## config.mk

```make
export PLATFORM = sky130hd
export DESIGN_NAME = dbq_irq_status_clear
export DESIGN_NICKNAME = d
export VERILOG_FILES = /design/src/rtl/dbq_pkg.sv /design/src/rtl/dbq_irq_status_clear.sv /design/src/rtl/dbq_status_bank.sv
export SDC_FILE = /design/constraint.sdc
export NUM_CORES = 2
export LEC_CHECK = 0
export BUFFER_PORTS_ARGS = -buffer_cell sky130_fd_sc_hd__buf_2
export CORE_ASPECT_RATIO = 1.4
export CORE_MARGIN = 5
export CORE_UTILIZATION = 50
export CTS_BUF_LIST = sky130_fd_sc_hd__clkbuf_2
export DETAILED_ROUTE_END_ITERATION = 7
export HOLD_SLACK_MARGIN = 0.12
export PLACE_DENSITY = 0.72
export SYNTH_ARGS = -nofsm -noshare
export SYNTH_HDL_FRONTEND = slang
export SYNTH_HIERARCHICAL = 1
export SYNTH_SLANG_ARGS = --single-unit
```

## constraint.sdc

```tcl
create_clock -name clk_i -period 7.1 [get_ports clk_i]
set_clock_uncertainty 0.15 [all_clocks]
set_input_delay 0.71 -clock clk_i [delete_from_list [all_inputs] [get_ports clk_i]]
set_output_delay 0.71 -clock clk_i [all_outputs]
set_load 0.02 [all_outputs]
```

## src/rtl/dbq_pkg.sv

```systemverilog
// shared constants and carrier types for the doorbell/queue condition block
package dbq_pkg;
    localparam int ADR_W = 12;
    localparam int DAT_W = 32;
    localparam int SEL_W = 4;
    localparam int NQ = 16;
    localparam int QI_W = 4;
    localparam int CP_W = 32;
    localparam int QI_LSB = 2;
    localparam int BYTE_W = 8;

    localparam logic [ADR_W-1:0] DB3_STATUS_OFS = 12'h230;
    localparam logic [ADR_W-1:0] DB3_CLEAR_OFS = 12'h238;
    localparam logic [ADR_W-1:0] RX_STATUS_OFS = 12'h240;
    localparam logic [ADR_W-1:0] RX_CLEAR_OFS = 12'h248;
    localparam logic [ADR_W-1:0] TX_STATUS_OFS = 12'h250;
    localparam logic [ADR_W-1:0] TX_CLEAR_OFS = 12'h258;
    localparam logic [ADR_W-1:0] RX_CP_BASE = 12'h300;
    localparam logic [ADR_W-1:0] TX_CP_BASE = 12'h340;
    localparam logic [ADR_W-1:0] CP_SPAN_MASK = 12'hFC3;

    localparam logic [NQ-1:0] STATUS_RST = 16'h0000;
    localparam logic [DAT_W-1:0] DATA_RST = 32'h00000000;
    localparam logic [CP_W-1:0] CP_RST = 32'h00000000;
    localparam logic [DAT_W-NQ-1:0] RSVD_ZERO = 16'h0000;

    typedef struct packed {
        logic cyc;
        logic stb;
        logic we;
        logic [ADR_W-1:0] adr;
        logic [SEL_W-1:0] sel;
        logic [DAT_W-1:0] dat;
    } dbq_wb_req_t;

    typedef struct packed {
        logic ack;
        logic [DAT_W-1:0] dat;
    } dbq_wb_rsp_t;

    typedef struct packed {
        logic we;
        logic [QI_W-1:0] queue;
        logic [CP_W-1:0] value;
    } dbq_cp_wr_t;
endpackage

```

## src/rtl/dbq_irq_status_clear.sv

```systemverilog
// doorbell group 3 and rx/tx queue condition status, clear and ack logic
//
// Overview of operation
// - doorbell group 3 status at 0x230, sixteen read-only bits, upper reserved
// - doorbell group 3 clear at 0x238, sixteen write-only bits
// - receive queue status at 0x240, its clear at 0x248, sixteen bits
// - transmit queue status at 0x250, its clear at 0x258, sixteen bits
// - status read-only, clear write-only, everything zero after reset
// - each queue status bit reflects exactly one of sixteen queues
// - receive status bit n belongs to receive queue n
// - transmit status bit n belongs to transmit queue n
// - clear bit n acts on status bit n of the paired register
// - receive bit clears only when host pointer equals port pointer
// - transmit interrupt drops only when host pointer equals port pointer
//
// Register access over Wishbone was decided locally.
`timescale 1ns/1ps
module dbq_irq_status_clear
    import dbq_pkg::*;
(
    input wire logic clk_i,
    input wire logic rst_i,
    input wire dbq_wb_req_t wb_req_i,
    output dbq_wb_rsp_t wb_rsp_o,
    input wire logic [NQ-1:0] doorbell_event_i,
    input wire logic [NQ-1:0] rx_event_i,
    input wire logic [NQ-1:0] tx_event_i,
    input wire dbq_cp_wr_t rx_port_cp_i,
    input wire dbq_cp_wr_t tx_port_cp_i,
    output logic [NQ-1:0] doorbell_status_o,
    output logic [NQ-1:0] rx_irq_status_o,
    output logic [NQ-1:0] tx_irq_status_o
);
    function automatic logic [DAT_W-1:0] byte_mask(
        input logic [SEL_W-1:0] sel
    );
        logic [DAT_W-1:0] m;
        m = DATA_RST;
        for (int b = 0; b < SEL_W; b++) begin
            m[b*BYTE_W +: BYTE_W] = {BYTE_W{sel[b]}};
        end
        return m;
    endfunction

    function automatic logic cp_hit(
        input logic [ADR_W-1:0] adr,
        input logic [ADR_W-1:0] base
    );
        return (adr & CP_SPAN_MASK) == base;
    endfunction

    function automatic logic [NQ-1:0] onehot(input logic [QI_W-1:0] q);
        logic [NQ-1:0] v;
        v = STATUS_RST;
        v[q] = 1'b1;
        return v;
    endfunction

    // ---------------- bus slave
    logic ack_reg;
    logic [DAT_W-1:0] rdat_reg;
    logic req_act;
    logic take;
    logic wr;
    logic [ADR_W-1:0] adr;
    logic [DAT_W-1:0] wmask;
    logic [DAT_W-1:0] wval;
    logic [QI_W-1:0] cp_q;
    logic [DAT_W-1:0] rd_value;

    assign req_act = wb_req_i.cyc & wb_req_i.stb;
    assign take = req_act & ack_reg;
    assign wr = take & wb_req_i.we;
    assign adr = wb_req_i.adr;
    assign wmask = byte_mask(wb_req_i.sel);
    assign wval = wb_req_i.dat & wmask;
    assign cp_q = adr[QI_LSB +: QI_W];

    // ack one cycle after the request; dropped right after so a request held
    // one cycle past its ack is not taken a second time
    always_ff @(posedge clk_i) begin
        if (rst_i) begin
            ack_reg <= 1'b0;
        end else begin
            ack_reg <= req_act & ~ack_reg;
        end
    end

    // ---------------- completion pointers
    logic [CP_W-1:0] rx_sw_cp_reg [NQ];
    logic [CP_W-1:0] tx_sw_cp_reg [NQ];
    logic [CP_W-1:0] rx_port_cp_reg [NQ];
    logic [CP_W-1:0] tx_port_cp_reg [NQ];
    logic rx_cp_wr;
    logic tx_cp_wr;
    logic [CP_W-1:0] rx_cp_new;
    logic [CP_W-1:0] tx_cp_new;
    logic [NQ-1:0] rx_match;
    logic [NQ-1:0] tx_match;
    logic [NQ-1:0] rx_cp_eq;
    logic [NQ-1:0] tx_cp_eq;

    assign rx_cp_wr = wr & cp_hit(adr, RX_CP_BASE);
    assign tx_cp_wr = wr & cp_hit(adr, TX_CP_BASE);
    assign rx_cp_new = (rx_sw_cp_reg[cp_q] & ~wmask) | wval;
    assign tx_cp_new = (tx_sw_cp_reg[cp_q] & ~wmask) | wval;

    always_ff @(posedge clk_i) begin
        if (rst_i) begin
            for (int q = 0; q < NQ; q++) begin
                rx_sw_cp_reg[q] <= CP_RST;
                tx_sw_cp_reg[q] <= CP_RST;
            end
        end else begin
            if (rx_cp_wr) begin
                rx_sw_cp_reg[cp_q] <= rx_cp_new;
            end
            if (tx_cp_wr) begin
                tx_sw_cp_reg[cp_q] <= tx_cp_new;
            end
        end
    end

    always_ff @(posedge clk_i) begin
        if (rst_i) begin
            for (int q = 0; q < NQ; q++) begin
                rx_port_cp_reg[q] <= CP_RST;
                tx_port_cp_reg[q] <= CP_RST;
            end
        end else begin
            if (rx_port_cp_i.we) begin
                rx_port_cp_reg[rx_port_cp_i.queue] <= rx_port_cp_i.value;
            end
            if (tx_port_cp_i.we) begin
                tx_port_cp_reg[tx_port_cp_i.queue] <= tx_port_cp_i.value;
            end
        end
    end

    // a pointer write that lands on the port value acks at once; an
    // explicit clear is honoured only while the pointers agree
    always_comb begin
        rx_match = STATUS_RST;
        tx_match = STATUS_RST;
        for (int q = 0; q < NQ; q++) begin
            rx_match[q] = rx_sw_cp_reg[q] == rx_port_cp_reg[q];
            tx_match[q] = tx_sw_cp_reg[q] == tx_port_cp_reg[q];
        end
    end

    assign rx_cp_eq = (rx_cp_wr && rx_cp_new == rx_port_cp_reg[cp_q]) ?
        onehot(cp_q) : STATUS_RST;
    assign tx_cp_eq = (tx_cp_wr && tx_cp_new == tx_port_cp_reg[cp_q]) ?
        onehot(cp_q) : STATUS_RST;

    // ---------------- clear strobes and status banks
    logic [NQ-1:0] db_clr_w;
    logic [NQ-1:0] rx_condition_clear_register_w;
    logic [NQ-1:0] tx_condition_clear_register_w;
    logic [NQ-1:0] rx_clr_w;
    logic [NQ-1:0] tx_clr_w;

    // only ones clear; clear registers hold nothing
    assign db_clr_w = (wr && adr == DB3_CLEAR_OFS) ?
        wval[NQ-1:0] : STATUS_RST;
    assign rx_condition_clear_register_w = (wr && adr == RX_CLEAR_OFS) ?
        wval[NQ-1:0] : STATUS_RST;
    assign tx_condition_clear_register_w = (wr && adr == TX_CLEAR_OFS) ?
        wval[NQ-1:0] : STATUS_RST;
    assign rx_clr_w = (rx_condition_clear_register_w & rx_match) | rx_cp_eq;
    assign tx_clr_w = (tx_condition_clear_register_w & tx_match) | tx_cp_eq;

    dbq_status_bank u_db3 (
        .clk_i(clk_i),
        .rst_i(rst_i),
        .set_i(doorbell_event_i),
        .clr_i(db_clr_w),
        .status_o(doorbell_status_o)
    );

    // event n of queue n lands in bit n only
    dbq_status_bank u_rx (
        .clk_i(clk_i),
        .rst_i(rst_i),
        .set_i(rx_event_i),
        .clr_i(rx_clr_w),
        .status_o(rx_irq_status_o)
    );

    dbq_status_bank u_tx (
        .clk_i(clk_i),
        .rst_i(rst_i),
        .set_i(tx_event_i),
        .clr_i(tx_clr_w),
        .status_o(tx_irq_status_o)
    );

    // ---------------- read path
    always_comb begin
        rd_value = DATA_RST;
        if (cp_hit(adr, RX_CP_BASE)) begin
            rd_value = rx_port_cp_reg[cp_q];
        end else if (cp_hit(adr, TX_CP_BASE)) begin
            rd_value = tx_port_cp_reg[cp_q];
        end else begin
            unique case (adr)
                DB3_STATUS_OFS: begin
                    rd_value = {RSVD_ZERO, doorbell_status_o};
                end
                RX_STATUS_OFS: begin
                    rd_value = {RSVD_ZERO, rx_irq_status_o};
                end
                TX_STATUS_OFS: begin
                    rd_value = {RSVD_ZERO, tx_irq_status_o};
                end
                // clear registers and unmapped words read zero
                default: begin
                    rd_value = DATA_RST;
                end
            endcase
        end
    end

    // status writes are ignored: no path from bus data to status set
    always_ff @(posedge clk_i) begin
        if (rst_i) begin
            rdat_reg <= DATA_RST;
        end else if (req_act & ~ack_reg) begin
            rdat_reg <= rd_value;
        end
    end

    assign wb_rsp_o.ack = ack_reg;
    assign wb_rsp_o.dat = rdat_reg;

    logic past_rst;
    always_ff @(posedge clk_i) begin
        past_rst <= rst_i;
    end
endmodule

```

## src/rtl/dbq_status_bank.sv

```systemverilog
// sixteen sticky condition bits with set-over-clear priority
`timescale 1ns/1ps
module dbq_status_bank
    import dbq_pkg::*;
(
    input wire logic clk_i,
    input wire logic rst_i,
    input wire logic [NQ-1:0] set_i,
    input wire logic [NQ-1:0] clr_i,
    output logic [NQ-1:0] status_o
);
    logic [NQ-1:0] status_reg;
    logic [NQ-1:0] status_next;

    // a set landing with its clear is kept so no event is lost
    assign status_next = set_i | (status_reg & ~clr_i);

    always_ff @(posedge clk_i) begin
        if (rst_i) begin
            status_reg <= STATUS_RST;
        end else begin
            status_reg <= status_next;
        end
    end

    assign status_o = status_reg;
endmodule

```

Word level (Yosys, flattened, before mapping)
Memories as Yosys holds them, arrays and structs flattened.
Cells that the tools add are included.
Widths: inputs -> output; s select.
- $lt $le $gt $ge: 2
- equality and inequality tests: 42
- mux-type cells: 36
- bitwise gates (word level): 26
- reduce and logical (&&, ||, !) cells: 10
- operators with widths (cell ; count):
    $eq 32x32->1 ; 34
    $mux 32 ; 6
    $reduce_or 32->1 ; 4
    $and 32x32->32 ; 3
    $and 16x16->16 ; 5
    $mux 16 ; 5
    $or 16x16->16 ; 5
    $eq 12x10->1 const B ; 6
    $or 32x32->32 ; 2
    $not 16->16 ; 3
    $pmux 16 s3 ; 1
    $not 32->32 ; 1
    $mux 1 ; 19
    $eq 8x6->1 const B ; 2
    $mux 4 ; 4
    $and 1x1->1 ; 6
    $logic_and 1x1->1 ; 6
    $lt 4x5->1 const B ; 1
    $demux 1 s4 ; 1
    $ge 4x1->1 const B ; 1
    $not 1->1 ; 1
- register bits: 81
- RAM bits: 2048
- input port bits: 175
- output and inout bits: 81
- logic and storage cells: 125
- memories kept: 4
- memory list (name ; depth ; bits a word ; read ports ; clocked after memory_dff ; wr ports ; line ; text):
    rx_port_cp_reg ; 16 ; 32 ; 17 ; 0 ; 16 ; dbq_irq_status_clear.sv:92 ; logic [CP_W-1:0] rx_port_cp_reg [NQ];
    rx_sw_cp_reg ; 16 ; 32 ; 17 ; 0 ; 16 ; dbq_irq_status_clear.sv:90 ; logic [CP_W-1:0] rx_sw_cp_reg [NQ];
    tx_port_cp_reg ; 16 ; 32 ; 17 ; 0 ; 16 ; dbq_irq_status_clear.sv:93 ; logic [CP_W-1:0] tx_port_cp_reg [NQ];
    tx_sw_cp_reg ; 16 ; 32 ; 17 ; 0 ; 16 ; dbq_irq_status_clear.sv:91 ; logic [CP_W-1:0] tx_sw_cp_reg [NQ];

Depth between registers and ports, before layout
- depth in word-level cells: 10
- depth in mapped cells: 18

Cells and area by module
The synthesis kept the hierarchy.
- by module, submodules not included (module ; instances ; cells an instance ; area an instance (um2) ; seq. area each (um2)):
    dbq_irq_status_clear ; 1 ; 7594 ; 104616.6 ; 62159.6
    dbq_status_bank ; 3 ; 66 ; 629.4 ; 320.3

Least setup slack after synthesis
OpenSTA, ideal clock, no wires.
- kind: input to register
- start: in wb_req_i[39] (netlist name)
- end: reg u_rx.status_reg[10] (netlist: u_rx/status_o[10])
- library setup time: 0.114 ns
- arrival: 3.653 ns
- required time: 6.836 ns
- slack: 3.183 ns
- stages on the path: 14
- path buffers: 6
- cell sequence: buf_6 -> buf_6 -> buf_2 -> buf_2 -> buf_2 -> mux4_2 -> mux4_2 -> xnor2_1 -> nor4_1 -> nand4_2 -> buf_6 -> o22ai_1 -> nand2b_1 -> a21oi_2
- word-level cells in the longest chain between the ends: 10
- elaborated cells between the ends (all ways): 20
- classes of those cells: 2 x order compare; 2 x eq/ne; 4 x mux; 7 x bitwise; 3 x reduce/logical; 2 x memory
- RTL lines (item ; line ; text):
    start, declared ; dbq_irq_status_clear.sv:23 ; input wire dbq_wb_req_t wb_req_i,
    $mem_v2 16x32 ; - ;
    $and 32x32->32 ; dbq_irq_status_clear.sv:105 ; assign rx_cp_new = (rx_sw_cp_reg[cp_q] & ~wmask) | wval;
    $or 32x32->32 ; dbq_irq_status_clear.sv:105 ;
    $eq 32x32->1 ; dbq_irq_status_clear.sv:151 ; assign rx_cp_eq = (rx_cp_wr && rx_cp_new == rx_port_cp_reg[cp_q]) ?
    $logic_and 1x1->1 ; dbq_irq_status_clear.sv:151 ;
    $mux 16 ; dbq_irq_status_clear.sv:151 ;
    $or 16x16->16 * ; dbq_irq_status_clear.sv:170 ; assign rx_clr_w = (rx_condition_clear_register_w & rx_match) | rx_cp_eq;
    net rx_clr_w[10] ; dbq_irq_status_clear.sv:160 ; logic [NQ-1:0] rx_clr_w;
    $not 16->16 * ; dbq_status_bank.sv:16 ; assign status_next = set_i | (status_reg & ~clr_i);
    $and 16x16->16 * ; dbq_status_bank.sv:16 ;
    $or 16x16->16 * ; dbq_status_bank.sv:16 ;
    end signal, assigned ; dbq_status_bank.sv:22 ; status_reg <= status_next;
    end, declared ; dbq_status_bank.sv:12 ; logic [NQ-1:0] status_reg;
The timed path passes the listed nets; every way through them passes the cells marked *.
A chain may end at the register's enable or synchronous reset.

Worst setup path in the final report
- start: in wb_req_i[39] (netlist name)
- end: reg u_tx.status_reg[0] (netlist: u_tx/status_o[0])
- word-level cells in the longest chain between the ends: 10
- elaborated cells between the ends (all ways): 20
- classes of those cells: 2 x order compare; 2 x eq/ne; 4 x mux; 7 x bitwise; 3 x reduce/logical; 2 x memory
- RTL lines (item ; line ; text):
    $mem_v2 16x32 ; - ;
    $and 32x32->32 ; dbq_irq_status_clear.sv:106 ; assign tx_cp_new = (tx_sw_cp_reg[cp_q] & ~wmask) | wval;
    $or 32x32->32 ; dbq_irq_status_clear.sv:106 ;
    $eq 32x32->1 ; dbq_irq_status_clear.sv:153 ; assign tx_cp_eq = (tx_cp_wr && tx_cp_new == tx_port_cp_reg[cp_q]) ?
    $logic_and 1x1->1 ; dbq_irq_status_clear.sv:153 ;
    $mux 16 ; dbq_irq_status_clear.sv:153 ;
    $or 16x16->16 * ; dbq_irq_status_clear.sv:171 ; assign tx_clr_w = (tx_condition_clear_register_w & tx_match) | tx_cp_eq;
    net tx_clr_w[0] ; dbq_irq_status_clear.sv:161 ; logic [NQ-1:0] tx_clr_w;
    $not 16->16 * ; dbq_status_bank.sv:16 ;
    $and 16x16->16 * ; dbq_status_bank.sv:16 ;
    $or 16x16->16 * ; dbq_status_bank.sv:16 ;
    end signal, assigned ; dbq_status_bank.sv:22 ;
    end, declared ; dbq_status_bank.sv:12 ;
Marks and branches as above.

==> metrics.md <==
| Metric | Value |
|---|---|
| Outcome | finished with violations |
| Violated checks | max-capacitance violations |
| Highest metal layer with signal wires | met5 |
| Number of antenna violations at the first check in global routing | 91 |
| Syn Area/Cell | ~14 um^2 |
| Sort of element at the start of the critical path | primary input |
| Highest cell delay on the worst timing path | between 0.6 and 0.7 ns |
| Final setup fails | 0 |
| Max frequency | 0.174 GHz |
| Cell repeated most along the worst path | sky130_fd_sc_hd__dlygate4sd3_1 |
| Top cell type's share of synthesized area | 0.577 |
| Total global-route track usage | 0.501 |
| Amount of wire on met2 after detailed routing | around 240 mm |
| CTS tree | done |
| Fraction of final layout cells with drive strength greater than 1 | 0.235 |
| Combinational share of power | 0.161 |
| Syn Inst Count | ~7,800 |
| Largest fanout on the critical path | just over 80 |
| I/O pin count | roughly 260 |
| Number of enable-type register cells in the synthesized netlist | approximately 2,000 |
| Synthesis-to-finish area growth | 14.0% |
| Power Density | 231 nW/um^2 |
| Crit path time final | 5.76 ns |
| Setup repair after global routing missed its margin | no |
| Fraction of power consumed by the clock network | 0.311 |
| Root buf cell | sky130_fd_sc_hd__clkbuf_2 |
| Period utilisation layout | 0.811 |
| Final #Nets | 8,968 |
| Worst path arrival time | 7.28 ns |
| # rows | 200 |
| DRC marker count from the first detailed-route iteration | 15,100 |
| CTS Buf Count | 540 |
| Cell taking the most area after synthesis | sky130_fd_sc_hd__edfxtp_1 |
| Number of DRC violations after detailed routing | 0 |
| Total Neg Setup Slack | 0 ns |
| Worst setup path class | primary input to register |
| Total Die Area | between 200,000 and 250,000 um^2 |
| Ranking of synthesized cells by area | sky130_fd_sc_hd__edfxtp_1 58%, sky130_fd_sc_hd__mux4_2 11%, sky130_fd_sc_hd__xor2_1 7.5% |
| Worst setup slack before clock tree synthesis | 1.15 ns |
| Power dissipated by switching net loads | 9.11 mW |
| Static leakage | 45.6 nW |
| Net switching fraction of the power | 0.324 |
| Bufs on Longest Clock Path | 4 |
| Ys async rst share | 0 |
| Final weighted congestion in routability-driven placement | 1.10 |
| Int Pwr | 19.0 mW |
| Filler instances | between 15,000 and 20,000 |
| Sink Count | 2,129 |
| Routed metal-1 wirelength | roughly 170 mm |
| Slowest stage cell on the critical path | sky130_fd_sc_hd__dlygate4sd3_1 |
| Router iterations before antenna repair | 7 |
| Post-CTS setup-driven buffer insertion count | 0 |
| Max cap viols | 2 |
| Floorplan die height | 556 um |
| Required time worst endpoint | 8.62 ns |
| Pins Over Slew Limit | 0 |
| Wire length of the first global-routing pass | 731 mm |
| Count of state elements after synthesis | 2,129 |
| Estimated wirelength of the detail-placed design | about 400 mm |
| CP Cell Sequence | dlygate4sd3_1, buf_8, buf_12, mux4_2, o22ai_1, a311oi_1, a21oi_2, dlygate4sd3_1, buf_4, xor2_1, nand3_1, nor4_2, nand4_2, buf_4, o22ai_1, nand2b_1, a21oi_1, dlygate4sd3_1 |
| Routed vias | between 80,000 and 90,000 |
| Proportion of synthesized chip area in sequential cells | 0.593 |
| Overall routed net length | 565 mm |
| Synth warn | 6 |
| Final hold violation count | 0 |
| Worst Setup Slack, final | approximately 1.3 ns |
| Largest net degree at the start of global routing | 108 |
| Detail Route met3 WL | between 60 and 70 mm |
| Endpoint class of the critical path | register |
| Distinct cells, synth | 70 |
| Final antenna-violating net count | 0 |
| Clock transition at the registers of the reported paths | 0.10 ns |
| Initial core utilization | 0.502 |
| Actual slew at the worst max-slew pin | 1.48 ns |
| Total congestion overflow | 0 |
| Register share of total power | 0.528 |
| Cell area after synthesis | 107,000 um^2 |
| H-tree levels | 6 |
| Path class of the lowest-slack min-delay path | primary input to register |
| Vias in the first global route | 79,400 |
| Net Count, Synth | between 7,000 and 8,000 |
| Average routed wire per standard cell | 46.9 um |
| Relative max-transition margin | 0.000439 |
| Clk_lat worst skew | about 1.9 ns |
| Via-to-Cell Ratio | just under 7 |
| Die boundary width | 400 um |
| Flip-flop cell with the highest count after synthesis | sky130_fd_sc_hd__edfxtp_1 |
| I/O Buffers | 255 |
| Peak supply drop | 0.151 mV |
| Area of the placeable core | 212,000 um^2 |
## area by class of cell
type / instances / area, um^2 / share of cell area
sequential: 2129 / 63100 / 0.520
tap: 2828 / 3540 / 0.0291
multi-input combinational: 5041 / 40900 / 0.337
clock buffer: 784 / 3920 / 0.0323
inverter: 58 / 223 / 0.00183
clock inverter: 139 / 870 / 0.00716
timing repair buffer: 1023 / 8730 / 0.0719
antenna: 56 / 140 / 0.00115
## cells in the final DEF, fill, tap and decap left out, types with 18 or more instances in the layout
cell type                       synthesis  final
sky130_fd_sc_hd__nand2_1              188    186
sky130_fd_sc_hd__nor4_1               224    223
sky130_fd_sc_hd__a22oi_1               56     56
sky130_fd_sc_hd__nor2_1              1127   1099
sky130_fd_sc_hd__mux2i_1              125    125
sky130_fd_sc_hd__buf_12                 3     43
sky130_fd_sc_hd__mux4_2               524    524
sky130_fd_sc_hd__mux2_2                23     23
sky130_fd_sc_hd__edfxtp_1            2048   2048
sky130_fd_sc_hd__and2_1              1027   1026
sky130_fd_sc_hd__buf_2                101    250
sky130_fd_sc_hd__o21ai_0               28     26
sky130_fd_sc_hd__xnor2_1              171    171
sky130_fd_sc_hd__nand2b_1             100     68
sky130_fd_sc_hd__nor2_2                 1     20
sky130_fd_sc_hd__buf_4                 17    280
sky130_fd_sc_hd__nand4_1              110    110
sky130_fd_sc_hd__a21oi_2               42     42
sky130_fd_sc_hd__dfxtp_1               81     81
sky130_fd_sc_hd__inv_1                 53     53
sky130_fd_sc_hd__nand2b_2               0     32
sky130_fd_sc_hd__nor2b_1               31     30
sky130_fd_sc_hd__clkbuf_2               0    784
sky130_fd_sc_hd__nand3_1               23     19
sky130_fd_sc_hd__or2_2                 38     38
sky130_fd_sc_hd__inv_2                  2     22
sky130_fd_sc_hd__o22ai_1               42     42
sky130_fd_sc_hd__o211ai_1              18     18
sky130_fd_sc_hd__dlygate4sd3_1          0    446
sky130_fd_sc_hd__nor3_1                47     37
sky130_fd_sc_hd__diode_2                0     56
sky130_fd_sc_hd__clkinv_1               3     93
sky130_fd_sc_hd__xor2_1               914    914
sky130_fd_sc_hd__a21oi_1               60     60
## critical path: cells and delay by family
family,cells,cell delay [ns]
buf+inv,7,3.47
compound gates,5,1.14
simple gates,4,0.76
mux,1,0.51
xor+xnor,1,0.37
## synth_stat cells (47+ instances only)
library cell	instances
sky130_fd_sc_hd__a21oi_1	60
sky130_fd_sc_hd__buf_2	101
sky130_fd_sc_hd__mux4_2	524
sky130_fd_sc_hd__dfxtp_1	81
sky130_fd_sc_hd__nor4_1	224
sky130_fd_sc_hd__nor3_1	47
sky130_fd_sc_hd__a22oi_1	56
sky130_fd_sc_hd__inv_1	53
sky130_fd_sc_hd__edfxtp_1	2048
sky130_fd_sc_hd__nor2_1	1127
sky130_fd_sc_hd__and2_1	1027
sky130_fd_sc_hd__clkbuf_1	382
sky130_fd_sc_hd__mux2i_1	125
sky130_fd_sc_hd__nand2_1	188
sky130_fd_sc_hd__nand4_1	110
sky130_fd_sc_hd__xnor2_1	171
sky130_fd_sc_hd__xor2_1	914
sky130_fd_sc_hd__nand2b_1	100
## final timing paths
check	startpoint	end	slack [ns]	cells past startpoint
worst max register to register	rx_sw_cp_reg[13][27]$_SDFFCE_PN0P_	u_rx/status_o[1]$_SDFF_PP0_	1.35	12
worst min register to register	rdat_reg[3]$_SDFFE_PP0P_	rdat_reg[3]$_SDFFE_PP0P_	0.32	2
worst max-delay path	wb_req_i[39]	u_tx/status_o[0]$_SDFF_PP0_	1.34	18
worst min-delay path	rx_port_cp_i[33]	rx_port_cp_reg[12][31]$_SDFFCE_PN0P_	0.17	5
## through the flow
step           instances  power (mW)  hold slack (ns)  utilization  cell area (um^2)
2_1_floorplan       7792        16.7            0.385            -            107000
3_3_place_gp       10600        19.1            0.294        0.526            112000
3_5_place_dp       10600        19.1            0.300        0.526            112000
4_1_cts            12000        27.7            0.120        0.572            121000
5_1_grt            12000        28.5            0.185        0.572            121000
6_report           12100        28.1            0.165        0.573            121000
## cell families (layout without fill, tap and decap cells)
| kind of cell | after synthesis | count (layout) | share of synthesized area |
|---|---|---|---|
| AOI/OAI and AO/OA | 341 | 341 | 0.0252 |
| xor gates and xnor gates | 1085 | 1085 | 0.0892 |
| buffers and inverters | 622 | 2004 | 0.0262 |
| DFF | 2129 | 2129 | 0.593 |
| muxes | 672 | 672 | 0.125 |
| other | 0 | 56 | 0 |
| and+or+nand+nor | 2943 | 2943 | 0.142 |
## routing by layer
metal | vias up | track usage
met4 | 18 | 0.541
met5 | - | 0.00309
met2 | 8641 | 0.735
li1 | 30700 | -
met1 | 41300 | 0.558
met3 | 2471 | 0.140
## timing repair
item / 4_1_cts / 5_1_grt
hold endpoints to repair: 2652 / 0
endpoints found under the setup margin: 0 / 0
gates resized for setup: 0 / 0
hold buffers: 471 / 0
## power by group through the flow
stage	logic, mW	registers (mW)	clock network [mW]
floorplan	1.83	14.9	0
global placement	3.99	15.1	0
detailed placement	3.98	15.1	0
CTS	4.24	14.8	8.66
global route	4.35	14.9	9.33
finish	4.52	14.8	8.75
No activity file was read; power rests on OpenSTA's default activity.
